[config.mk]
export PLATFORM = sky130hd
export DESIGN_NAME = drc_cal_mode
export DESIGN_NICKNAME = d
export VERILOG_FILES = /design/src/shared/drc_pkg.sv /design/src/rtl/drc_wait_cnt.sv /design/src/rtl/drc_cal_mode.sv
export VERILOG_INCLUDE_DIRS = /design/src /design/src/shared
export SDC_FILE = /design/constraint.sdc
export NUM_CORES = 1
export LEC_CHECK = 0
export ABC_AREA = 1
export BUFFER_PORTS_ARGS = -buffer_cell sky130_fd_sc_hd__buf_4
export CAP_MARGIN = 20
export CORE_MARGIN = 3
export CORE_UTILIZATION = 46
export DETAILED_ROUTE_END_ITERATION = 16
export GPL_TIMING_DRIVEN = 0
export PLACE_DENSITY = 0.82
export SYNTH_ARGS = -nofsm -noshare
export SYNTH_HDL_FRONTEND = slang
export SYNTH_SLANG_ARGS = --single-unit
[constraint.sdc]
create_clock -name clk_sys_i -period 1 [get_ports clk_sys_i]
set_input_delay 0.2 -clock clk_sys_i [delete_from_list [all_inputs] [get_ports clk_sys_i]]
set_output_delay 0.2 -clock clk_sys_i [all_outputs]
set_load 0.05 [all_outputs]
[src/shared/drc_regs.svh]
`ifndef DRC_REGS_SVH
`define DRC_REGS_SVH
// Sixth mode register field positions
`define DRC_ENA_BIT 7
`define DRC_RANGE_BIT 6
`define DRC_CODE_MSB 5
`define DRC_MR_SEL 3'h6
// Highest programmable level code, above it reserved
`define DRC_CODE_MAX 6'h32
// Timing, in ns, and derived cycle counts at 40 MHz
`define DRC_CLK_MHZ 40
`define DRC_ENTRY_NS 150
`define DRC_EXIT_NS 150
`define DRC_SETTLE_LONG_NS 150
`define DRC_CYC(ns) (((ns) * `DRC_CLK_MHZ + 999) / 1000)
`define DRC_CNT_W 4
`endif

[src/shared/drc_pkg.sv]
`default_nettype none
package drc_pkg;
  // One decoded command from the controller
  typedef struct packed {
    logic mrs;
    logic [2:0] mr_sel;
    logic [7:0] addr;
    logic dq0;
  } drc_cmd_t;
  // Mode state, one-hot
  typedef enum logic [3:0] {
    DRC_IDLE = 4'h1,
    DRC_ENTER = 4'h2,
    DRC_CAL = 4'h4,
    DRC_EXIT = 4'h8
  } drc_state_t;
  // Stored reference setting
  typedef struct packed {
    logic range;
    logic [5:0] code;
  } drc_level_t;
endpackage
`default_nettype wire

[src/rtl/drc_wait_cnt.sv]
`default_nettype none
`include "drc_regs.svh"
// Down-counter: load, then done when it reaches zero
module drc_wait_cnt (
  input wire logic clk_sys_i,
  input wire logic rst_b_i,
  input wire logic load_i,
  input wire logic [`DRC_CNT_W-1:0] count_i,
  output logic done_o
);
  logic [`DRC_CNT_W-1:0] cnt_r;
  logic [`DRC_CNT_W-1:0] cnt_nxt;
  // Next count
  always_comb begin
    cnt_nxt = cnt_r;
    if (load_i) begin
      cnt_nxt = count_i;
    end else if (cnt_r != 4'h0) begin
      cnt_nxt = cnt_r - 4'h1;
    end
  end
  // Register
  always_ff @(posedge clk_sys_i) begin
    if (!rst_b_i) begin
      cnt_r <= 4'h0;
    end else begin
      cnt_r <= cnt_nxt;
    end
  end
  assign done_o = (cnt_r == 4'h0);
endmodule
`default_nettype wire

[src/rtl/drc_cal_mode.sv]
`default_nettype none
`include "drc_regs.svh"
module drc_cal_mode
  import drc_pkg::*;
(
  input wire logic clk_sys_i,
  input wire logic rst_b_i,
  input wire drc_cmd_t cmd_i,
  input wire logic per_device_select_mode_i,
  output logic cal_active_o,
  output logic cmd_ready_o,
  output logic [6:0] data_input_reference_o,
  output logic level_valid_o,
  output logic reserved_err_o,
  output logic range_err_o
);
  localparam logic [`DRC_CNT_W-1:0] ENTRY_CYC = `DRC_CNT_W'(`DRC_CYC(`DRC_ENTRY_NS));
  localparam logic [`DRC_CNT_W-1:0] EXIT_CYC = `DRC_CNT_W'(`DRC_CYC(`DRC_EXIT_NS));
  localparam logic [`DRC_CNT_W-1:0] SETTLE_CYC =
    `DRC_CNT_W'(`DRC_CYC(`DRC_SETTLE_LONG_NS));

  drc_state_t state_r, state_nxt;
  drc_level_t level_r, level_nxt;
  logic range_lat_r, range_lat_nxt;
  logic active_r, active_nxt;
  logic ready_r, ready_nxt;
  logic valid_r, valid_nxt;
  logic rsv_r, rsv_nxt;
  logic rerr_r, rerr_nxt;
  logic load_wait;
  logic [`DRC_CNT_W-1:0] wait_val;
  logic wait_done;
  logic settle_load;
  logic settle_done;
  logic sixth_wr;
  logic en_bit;

  // Register write to the sixth register, gated by dq0 in per-device mode
  assign sixth_wr = cmd_i.mrs && (cmd_i.mr_sel == `DRC_MR_SEL) &&
                    !(per_device_select_mode_i && cmd_i.dq0);
  assign en_bit = cmd_i.addr[`DRC_ENA_BIT];

  // Entry/exit delay timer
  drc_wait_cnt u_wait (
    .clk_sys_i(clk_sys_i),
    .rst_b_i(rst_b_i),
    .load_i(load_wait),
    .count_i(wait_val),
    .done_o(wait_done)
  );
  // Level settling timer, worst-case budget for any step size
  drc_wait_cnt u_settle (
    .clk_sys_i(clk_sys_i),
    .rst_b_i(rst_b_i),
    .load_i(settle_load),
    .count_i(SETTLE_CYC),
    .done_o(settle_done)
  );

  // Mode sequencing and reference storage
  always_comb begin
    state_nxt = state_r;
    level_nxt = level_r;
    range_lat_nxt = range_lat_r;
    active_nxt = active_r;
    rsv_nxt = 1'b0;
    rerr_nxt = 1'b0;
    load_wait = 1'b0;
    wait_val = ENTRY_CYC;
    settle_load = 1'b0;
    case (state_r)
      DRC_IDLE: begin
        if (sixth_wr && en_bit) begin
          state_nxt = DRC_ENTER;
          range_lat_nxt = cmd_i.addr[`DRC_RANGE_BIT];
          level_nxt.range = cmd_i.addr[`DRC_RANGE_BIT];
          active_nxt = 1'b1;
          load_wait = 1'b1;
        end
      end
      DRC_ENTER: begin
        // Commands not expected until entry delay runs out
        if (wait_done) begin
          state_nxt = DRC_CAL;
        end
      end
      DRC_CAL: begin
        if (sixth_wr && en_bit) begin
          // Level load; flag misuse but still store as written
          level_nxt.range = cmd_i.addr[`DRC_RANGE_BIT];
          level_nxt.code = cmd_i.addr[`DRC_CODE_MSB:0];
          settle_load = 1'b1;
          rsv_nxt = (cmd_i.addr[`DRC_CODE_MSB:0] > `DRC_CODE_MAX);
          rerr_nxt = (cmd_i.addr[`DRC_RANGE_BIT] != range_lat_r);
        end else if (sixth_wr) begin
          // Exit keeps last setting; bits 6:0 not written
          state_nxt = DRC_EXIT;
          active_nxt = 1'b0;
          load_wait = 1'b1;
          wait_val = EXIT_CYC;
        end
      end
      DRC_EXIT: begin
        if (wait_done) begin
          state_nxt = DRC_IDLE;
        end
      end
      default: begin
        state_nxt = DRC_IDLE;
        active_nxt = 1'b0;
      end
    endcase
    // Ready only once the pending delay has elapsed
    // Registered, so ready lags the counter by an edge: errs on the safe side
    ready_nxt = (state_nxt == DRC_IDLE || state_nxt == DRC_CAL) && !load_wait &&
                !(state_r == DRC_ENTER || state_r == DRC_EXIT) || (wait_done &&
                (state_r == DRC_ENTER || state_r == DRC_EXIT));
    valid_nxt = settle_done && !settle_load && !load_wait;
  end

  // Registers only
  always_ff @(posedge clk_sys_i) begin
    if (!rst_b_i) begin
      state_r <= DRC_IDLE;
      level_r <= 7'h00;
      range_lat_r <= 1'b0;
      active_r <= 1'b0;
      ready_r <= 1'b0;
      valid_r <= 1'b0;
      rsv_r <= 1'b0;
      rerr_r <= 1'b0;
    end else begin
      state_r <= state_nxt;
      level_r <= level_nxt;
      range_lat_r <= range_lat_nxt;
      active_r <= active_nxt;
      ready_r <= ready_nxt;
      valid_r <= valid_nxt;
      rsv_r <= rsv_nxt;
      rerr_r <= rerr_nxt;
    end
  end

  assign cal_active_o = active_r;
  assign cmd_ready_o = ready_r;
  assign data_input_reference_o = level_r;
  assign level_valid_o = valid_r;
  assign reserved_err_o = rsv_r;
  assign range_err_o = rerr_r;

  // Entry: mode taken, ready low through the whole entry delay
  AST_ENTRY: assert property (@(posedge clk_sys_i) disable iff (!rst_b_i)
    (state_r == DRC_IDLE && sixth_wr && en_bit) |=> cal_active_o && state_r == DRC_ENTER)
    else $error("entry not taken");
  AST_ENTRY_WAIT: assert property (@(posedge clk_sys_i) disable iff (!rst_b_i)
    (state_r == DRC_IDLE && sixth_wr && en_bit) |=> !cmd_ready_o [*7] ##1 cmd_ready_o)
    else $error("ready before entry delay");

  // Level writes: load, settling, flags
  AST_LOAD: assert property (@(posedge clk_sys_i) disable iff (!rst_b_i)
    (state_r == DRC_CAL && sixth_wr && en_bit) |=>
      data_input_reference_o == $past(cmd_i.addr[6:0]))
    else $error("level not loaded");
  AST_SETTLE: assert property (@(posedge clk_sys_i) disable iff (!rst_b_i)
    (state_r == DRC_CAL && sixth_wr && en_bit) |=> !level_valid_o [*6])
    else $error("level valid before settling");
  AST_HOLD: assert property (@(posedge clk_sys_i) disable iff (!rst_b_i)
    (sixth_wr && !en_bit) |=> $stable(data_input_reference_o))
    else $error("bits changed on disabled write");
  AST_RSV: assert property (@(posedge clk_sys_i) disable iff (!rst_b_i)
    (state_r == DRC_CAL && sixth_wr && en_bit && cmd_i.addr[5:0] > `DRC_CODE_MAX) |=>
      reserved_err_o)
    else $error("reserved code not flagged");
  // Error pulses only ever follow a level write
  AST_ERR_QUIET: assert property (@(posedge clk_sys_i) disable iff (!rst_b_i)
    !(state_r == DRC_CAL && sixth_wr && en_bit) |=> !reserved_err_o && !range_err_o)
    else $error("error flag without level write");
  AST_RANGE_ERR: assert property (@(posedge clk_sys_i) disable iff (!rst_b_i)
    (state_r == DRC_CAL && sixth_wr && en_bit) |=>
      range_err_o == ($past(cmd_i.addr[`DRC_RANGE_BIT]) != $past(range_lat_r)))
    else $error("range change flag wrong");
  AST_RANGE_LATCH: assert property (@(posedge clk_sys_i) disable iff (!rst_b_i)
    (cal_active_o && $past(cal_active_o)) |-> $stable(range_lat_r))
    else $error("latched range moved");

  // Exit: setting kept, ready low through the exit delay
  AST_KEEP: assert property (@(posedge clk_sys_i) disable iff (!rst_b_i)
    $fell(cal_active_o) |-> $stable(data_input_reference_o))
    else $error("exit altered setting");
  AST_EXIT_WAIT: assert property (@(posedge clk_sys_i) disable iff (!rst_b_i)
    $fell(cal_active_o) |-> !cmd_ready_o [*7] ##1 cmd_ready_o)
    else $error("exit delay wrong");

  // Per-device mode: dq0 high leaves mode and setting alone
  AST_PER_DEV: assert property (@(posedge clk_sys_i) disable iff (!rst_b_i)
    (per_device_select_mode_i && cmd_i.dq0 && (state_r == DRC_IDLE || state_r == DRC_CAL))
      |=> $stable(state_r) && $stable(data_input_reference_o))
    else $error("command executed with dq0 high");

  // Main scenarios
  COV_ENTRY: cover property (@(posedge clk_sys_i) $rose(cal_active_o));
  COV_LOAD: cover property (@(posedge clk_sys_i) state_r == DRC_CAL && sixth_wr && en_bit);
  COV_EXIT: cover property (@(posedge clk_sys_i) $fell(cal_active_o));
  COV_PER_DEV_SKIP: cover property (@(posedge clk_sys_i)
    per_device_select_mode_i && cmd_i.mrs && cmd_i.dq0);
  COV_RESERVED: cover property (@(posedge clk_sys_i) reserved_err_o);
endmodule
`default_nettype wire

==> results of run 1 <==
## report_power, final
part	internal (mW)	leakage [nW]	switching, mW
combinational	0.0894	0.538	0.113
sequential	1.00	0.211	0.00826
clock	0.157	0.0183	0.327
total	1.25	0.768	0.448
## layout make-up
| cell class | instances | area [sq um] | area share [%] |
|---|---|---|---|
| Timing Repair Buffer | 37 | 360 | 21.2 |
| Sequential cell | 25 | 531 | 31.2 |
| Buffer | 1 | 5.00 | 0.294 |
| Tap cell | 28 | 35.0 | 2.06 |
| Multi-Input combinational cell | 90 | 638 | 37.5 |
| Clock buffer | 3 | 22.5 | 1.32 |
| Inverter | 24 | 103 | 6.03 |
| Clock inverter | 1 | 6.26 | 0.368 |
## what timing repair did
action                                  in CTS  in global routing
resized for setup                           38                 12
buffers inserted                             3                  7
pin swaps                                   16                  6
endpoints found under the setup margin      37                 37
## sequential cells by signal, indices dropped and copies added, names as in the netlist
register,count
range_err_o,1
reserved_err_o,1
data_input_reference_o,7
range_lat_r,1
state_r,4
level_valid_o,1
u_settle.cnt_r,4
cmd_ready_o,1
cal_active_o,1
u_wait.cnt_r,4
## critical path, delay by kind of cell (launching register included)
kind	cells	cell delay, ns
AO/OA/AOI/OAI	1	0.15
buffers and inverters	1	0.07
flip-flops	1	0.36
AND/OR/NAND/NOR	5	0.52
## cell usage in the layout, fill, tap and decap left out, types with 5 or more instances in the layout
cell      n
nand2_1  13
nor2_4    7
buf_8     9
nand2_2   6
nand3_4   5
buf_4    24
nor2_1   10
dfxtp_1   7
o21ai_2   8
nand3_1  11
inv_1    17
dfxtp_2  15
## layer usage
layer,up-vias,GRT usage [%]
met5,-,0
met4,0,6.78
met3,6,4.37
met2,19,32.5
met1,475,18.6
li1,532,-
## worst min path at each step
stage / start / end / slack, ns / cells after the start
final: cmd_i[6] / data_input_reference_o[5] / 0.10 / 3
after detailed placement: u_settle.cnt_r[0] / u_settle.cnt_r[0] / 0.44 / 1
after global placement: u_settle.cnt_r[0] / u_settle.cnt_r[0] / 0.44 / 1
after CTS: cmd_i[6] / data_input_reference_o[5] / 0.10 / 3
after floorplan: rst_b_i / state_r[2] / 0.33 / 1
after global routing: cmd_i[6] / reserved_err_o / 0.10 / 3
## logic make-up (layout without fill, tap and decap cells)
| logic type | after synthesis | after routing | share of synthesized area, % |
|---|---|---|---|
| AOI/OAI and AO/OA | 22 | 22 | 12.6 |
| xor gates and xnor gates | 1 | 1 | 0.747 |
| buffers and inverters | 25 | 66 | 8.96 |
| DFF | 25 | 25 | 42.7 |
| and+or+nand+nor | 67 | 67 | 35.0 |
## stage by stage
step / util [%] / hold WS, ns
3_3_place_gp: 62.3 / 0.439
5_1_grt: 73.3 / 0.104
2_1_floorplan: - / 0.327
4_1_cts: 69.3 / 0.103
6_report: 73.3 / 0.104
3_5_place_dp: 62.3 / 0.444
==> results.sh, run 1 <==
export IMPL_area_growth_syn_to_layout_pct=45.0
export IMPL_maxCapViolCount=0
export IMPL_vias_per_cell=4.94
export IMPL_fin_skew_ns=0.00145
export IMPL_highest_layer="met4"
export IMPL_holdBufCountCts=0
export IMPL_cts_sinks=25
export IMPL_stdcell_count=209
export IMPL_yosys_warnings=0
export IMPL_drtIter0Drc=15
export IMPL_grt_overflow=0
export IMPL_power_leakage_nw=0.768
export IMPL_reg2reg_setup_slack_ns=-0.16
export IMPL_cp_slowest_cell="dfxtp_2"
export IMPL_num_io_pins=28
export IMPL_r2r_end="cmd_ready_o"
export IMPL_cp_startpoint="u_wait.cnt_r[1]"
export IMPL_critPathArrivalTime_ns=1.43
export IMPL_rr_worst_depth=7
export IMPL_status="finished, violations left"
export IMPL_synth_fp_nets=156
export IMPL_violations="negative setup slack"
export IMPL_dp_cells=195
export IMPL_grt_max_degree=16
export IMPL_cts_buffer_depth=2
export IMPL_p_total_mw=1.69
export IMPL_grt_pass1_wl_um=4480
export IMPL_gp_congestion=0.769
export IMPL_timing_critical_path_to="cmd_ready_o"
export IMPL_drc=0
export IMPL_cts_buffers=3
export IMPL_drt_pass1_iterations=2
export IMPL_grt_pass1_vias=1080
export IMPL_yosys_top_cells_area="dfxtp_1 43%, inv_1 6.1%, o21ai_2 6.0%, nand2_1 5.4%, nand3_1 5.1%"
export IMPL_coreArea_sq_um=2320
export IMPL_wl_met1_um=1030
export IMPL_wirelength_um=2640
export IMPL_row_count=17
export IMPL_max_freq_mhz=864
export IMPL_io_buffers=27
export IMPL_ys_seq_elements=25
export IMPL_dieArea_sq_um=3190
export IMPL_post_synth_cell_area_avg_sq_um=8.37
export IMPL_maxSlewViolCount=0
export IMPL_ys_top_cells_by_count="25 x dfxtp_1, 19 x inv_1, 17 x nand2_1"
export IMPL_cts_max_level=1
export IMPL_place_ws_ns=-0.167
export IMPL_synth_cells=140
export IMPL_reg2reg_from="u_wait.cnt_r[1]"
export IMPL_startpoint_type="flip-flop"
export IMPL_placed_area_sq_um=1440
export IMPL_holdCritPathClass="in2reg"
export IMPL_yosysSeqAreaShare_pct=42.7
export IMPL_nets=198
export IMPL_synth_cell_types=27
export IMPL_cts_clk_slew_worst_paths_ns=0.14
export IMPL_async_reset_ff_share_pct=0
export IMPL_start_util_pct=50.6
export IMPL_post_route_min_period_ns=1.16
export IMPL_fin_setup_tns_ns=-3.05
export IMPL_setup_viol=37
export IMPL_fillers=176
export IMPL_cts_root_buf="clkbuf_4"
export IMPL_tightest_slew_ns=0.243
export IMPL_ir_drop_v=0.000682
export IMPL_crit_chain="nor2_4, nand2_2, nor2_4, inv_2, o21ai_2, nor2_1, nor2_1"
export IMPL_die_x_um=56.5
export IMPL_synth_top_area_cell="dfxtp_1"
export IMPL_rsz0062_at_grt="true"
export IMPL_n_antenna_cell=0
export IMPL_clock_latency_ns=0.33
export IMPL_synthesis_area_sq_um=1170
export IMPL_cp_max_fo=3
export IMPL_wl_per_cell_um=12.6
export IMPL_fin_ws_ns=-0.157
export IMPL_finalCritPeriodShare_pct=116
export IMPL_ys_dominant_reg_cell="dfxtp_1"
export IMPL_synth_edf_count=0
export IMPL_relSlewSlack_pct=83.8
export IMPL_final_area_sq_um=1700
export IMPL_layout_drive_gt1_share_pct=57.5
export IMPL_cts_tree="yes"
export IMPL_wl_met3_um=111
export IMPL_yosysMostFrequentCell="dfxtp_1"
export IMPL_dr_wl_met2_um=1460
export IMPL_dpl_hpwl_um=1830
export IMPL_grtUsageTotal_pct=17.5
export IMPL_yosys_area_top_type_share_pct=42.7
export IMPL_crit_path_end_kind="flip-flop"
export IMPL_vias=1032
export IMPL_grt_antenna_before_repair=0
export IMPL_cp_required_ns=1.28
export IMPL_ant_nets=0
export IMPL_power_density_nw_per_um2=996
export IMPL_critPathKind="reg2reg"
export IMPL_hold_viol=0
export IMPL_die_h_um=56.5
export IMPL_cp_slowest_stage_delay_ns=0.36
Note: power is estimated with default switching activity, not from simulation.
==> run 2, diff against run 1 <==
- CELL_PAD_IN_SITES_DETAIL_PLACEMENT: default -> 2
- CELL_PAD_IN_SITES_GLOBAL_PLACEMENT: default -> 2
- CORE_UTILIZATION: 46 -> 27
==> run 2 against run 1 <==
The run still ends with negative setup slack left. Clock-buffer cell count unchanged. Fmax down 11%. Power up 9.0%. Combinational power up 3%. Final cell count up 11%. First-iteration DRC count up 120%. Register-to-register slack worse by 0.14 ns. Largest cell class unchanged.
==> results.sh, run 2 (synthesized netlist as in run 1, its figures left out) <==
export IMPL_status="finished, violations left"
export IMPL_violations="negative setup slack"
export IMPL_fin_ws_ns=-0.299
export IMPL_ir_drop_v=0.000499
export IMPL_place_ws_ns=-0.223
export IMPL_cts_buffers=3
export IMPL_cp_max_fo=3
export IMPL_finalCritPeriodShare_pct=130
export IMPL_grt_overflow=0
export IMPL_grt_pass1_wl_um=5710
export IMPL_wl_per_cell_um=15.2
export IMPL_drt_pass1_iterations=3
export IMPL_post_route_min_period_ns=1.30
export IMPL_tightest_slew_ns=0.260
export IMPL_cts_max_level=1
export IMPL_fin_setup_tns_ns=-4.00
export IMPL_n_antenna_cell=0
export IMPL_cts_root_buf="clkbuf_8"
export IMPL_cts_clk_slew_worst_paths_ns=0.09
export IMPL_drc=0
export IMPL_crit_chain="nor2_4, nand3_4, buf_4, buf_4, o21ai_4, and2_4"
export IMPL_crit_path_end_kind="flip-flop"
export IMPL_critPathArrivalTime_ns=1.52
export IMPL_clock_latency_ns=0.27
export IMPL_grt_antenna_before_repair=0
export IMPL_row_count=23
export IMPL_layout_drive_gt1_share_pct=58.6
export IMPL_vias=1073
export IMPL_startpoint_type="flip-flop"
export IMPL_vias_per_cell=4.65
export IMPL_cp_slowest_stage_delay_ns=0.38
export IMPL_power_density_nw_per_um2=1040
export IMPL_mostFrequentLayoutCells="25 x buf_4, 18 x inv_1, 11 x nand2_1, 11 x dfxtp_1"
export IMPL_coreArea_sq_um=4090
export IMPL_maxCapViolCount=0
export IMPL_die_x_um=71.9
export IMPL_holdCritPathClass="in2reg"
export IMPL_grt_pass1_vias=1209
export IMPL_layout_commonest_cell="buf_4"
export IMPL_rsz0062_at_grt="true"
export IMPL_grt_max_degree=16
export IMPL_io_buffers=27
export IMPL_largest_reg_flops=7
export IMPL_num_io_pins=28
export IMPL_cp_slowest_cell="dfxtp_4"
export IMPL_wirelength_um=3520
export IMPL_drtIter0Drc=33
export IMPL_critPathKind="reg2reg"
export IMPL_start_util_pct=28.7
export IMPL_fin_skew_ns=0.00348
export IMPL_grtUsageTotal_pct=14.4
export IMPL_hold_viol=0
export IMPL_cts_tree="yes"
export IMPL_ant_nets=0
export IMPL_cp_required_ns=1.22
export IMPL_power_leakage_nw=0.753
export IMPL_relSlewSlack_pct=82.6
export IMPL_holdBufCountCts=0
export IMPL_max_freq_mhz=770
export IMPL_gp_congestion=0.742
export IMPL_area_growth_syn_to_layout_pct=51.9
export IMPL_dpl_hpwl_um=2710
export IMPL_cts_sinks=25
export IMPL_final_util_pct=43.6
export IMPL_path_common_cell="buf_4"
export IMPL_setup_viol=25
export IMPL_fillers=455
export IMPL_die_h_um=71.9
export IMPL_nets=198
export IMPL_cts_buffer_depth=2
export IMPL_maxSlewViolCount=0
export IMPL_dieArea_sq_um=5170
export IMPL_holdWs_ns=0.185
[run 2: through the flow]
| step | cell area [sq um] | power [mW] | cells |
|---|---|---|---|
| 6_report | 1780 | 1.85 | 231 |
| 4_1_cts | 1630 | 1.86 | 225 |
| 2_1_floorplan | 1210 | 1.13 | 140 |
| 5_1_grt | 1780 | 1.95 | 231 |
| 3_3_place_gp | 1470 | 1.21 | 217 |
| 3_5_place_dp | 1470 | 1.22 | 217 |
[run 2: final timing paths]
path / start / endpoint / slack [ns] / cells after the start
worst max register to register: state_r[2] / state_r[2] / -0.30 / 6
worst min register to register: u_settle.cnt_r[0] / u_settle.cnt_r[0] / 0.48 / 1
worst min-delay path: cmd_i[6] / reserved_err_o / 0.19 / 3
worst max-delay path: state_r[2] / state_r[2] / -0.30 / 6
[run 2: power breakdown]
| group | leakage [nW] | switching [mW] | internal, mW |
|---|---|---|---|
| registers | 0.209 | 0.00883 | 0.996 |
| logic | 0.522 | 0.121 | 0.0880 |
| clock network | 0.0217 | 0.351 | 0.283 |
[run 2: cell type report]
type | instances | area (sq um) | share of cell area [%]
Multi-Input combinational cell | 90 | 688 | 38.7
Sequential cell | 25 | 528 | 29.7
Timing Repair Buffer | 37 | 345 | 19.4
Inverter | 24 | 103 | 5.76
Tap cell | 50 | 62.6 | 3.51
Clock buffer | 3 | 41.3 | 2.32
Clock inverter | 1 | 7.51 | 0.422
Buffer | 1 | 5.00 | 0.281
[run 2: worst max-delay path, delay by kind of cell, from the launching register on]
| family | cells | cell delay, ns |
|---|---|---|
| simple gates | 3 | 0.45 |
| flops | 1 | 0.38 |
| buf+inv | 2 | 0.28 |
| compound gates | 1 | 0.13 |
[run 2: layer usage]
metal  wire length, um  vias up  track usage, %
li1                  -      528               -
met3               152        4            3.74
met2              2040       18            27.9
met1              1300      523            15.4
met4                31        0            3.13
met5                 0        -               0
[run 2: repair_timing]
item / 4_1_cts / 5_1_grt
buffers inserted: 4 / 6
pin swaps: 5 / 15
setup endpoints to repair: 34 / 36
gates cloned: 0 / 0
resized for setup: 26 / 27
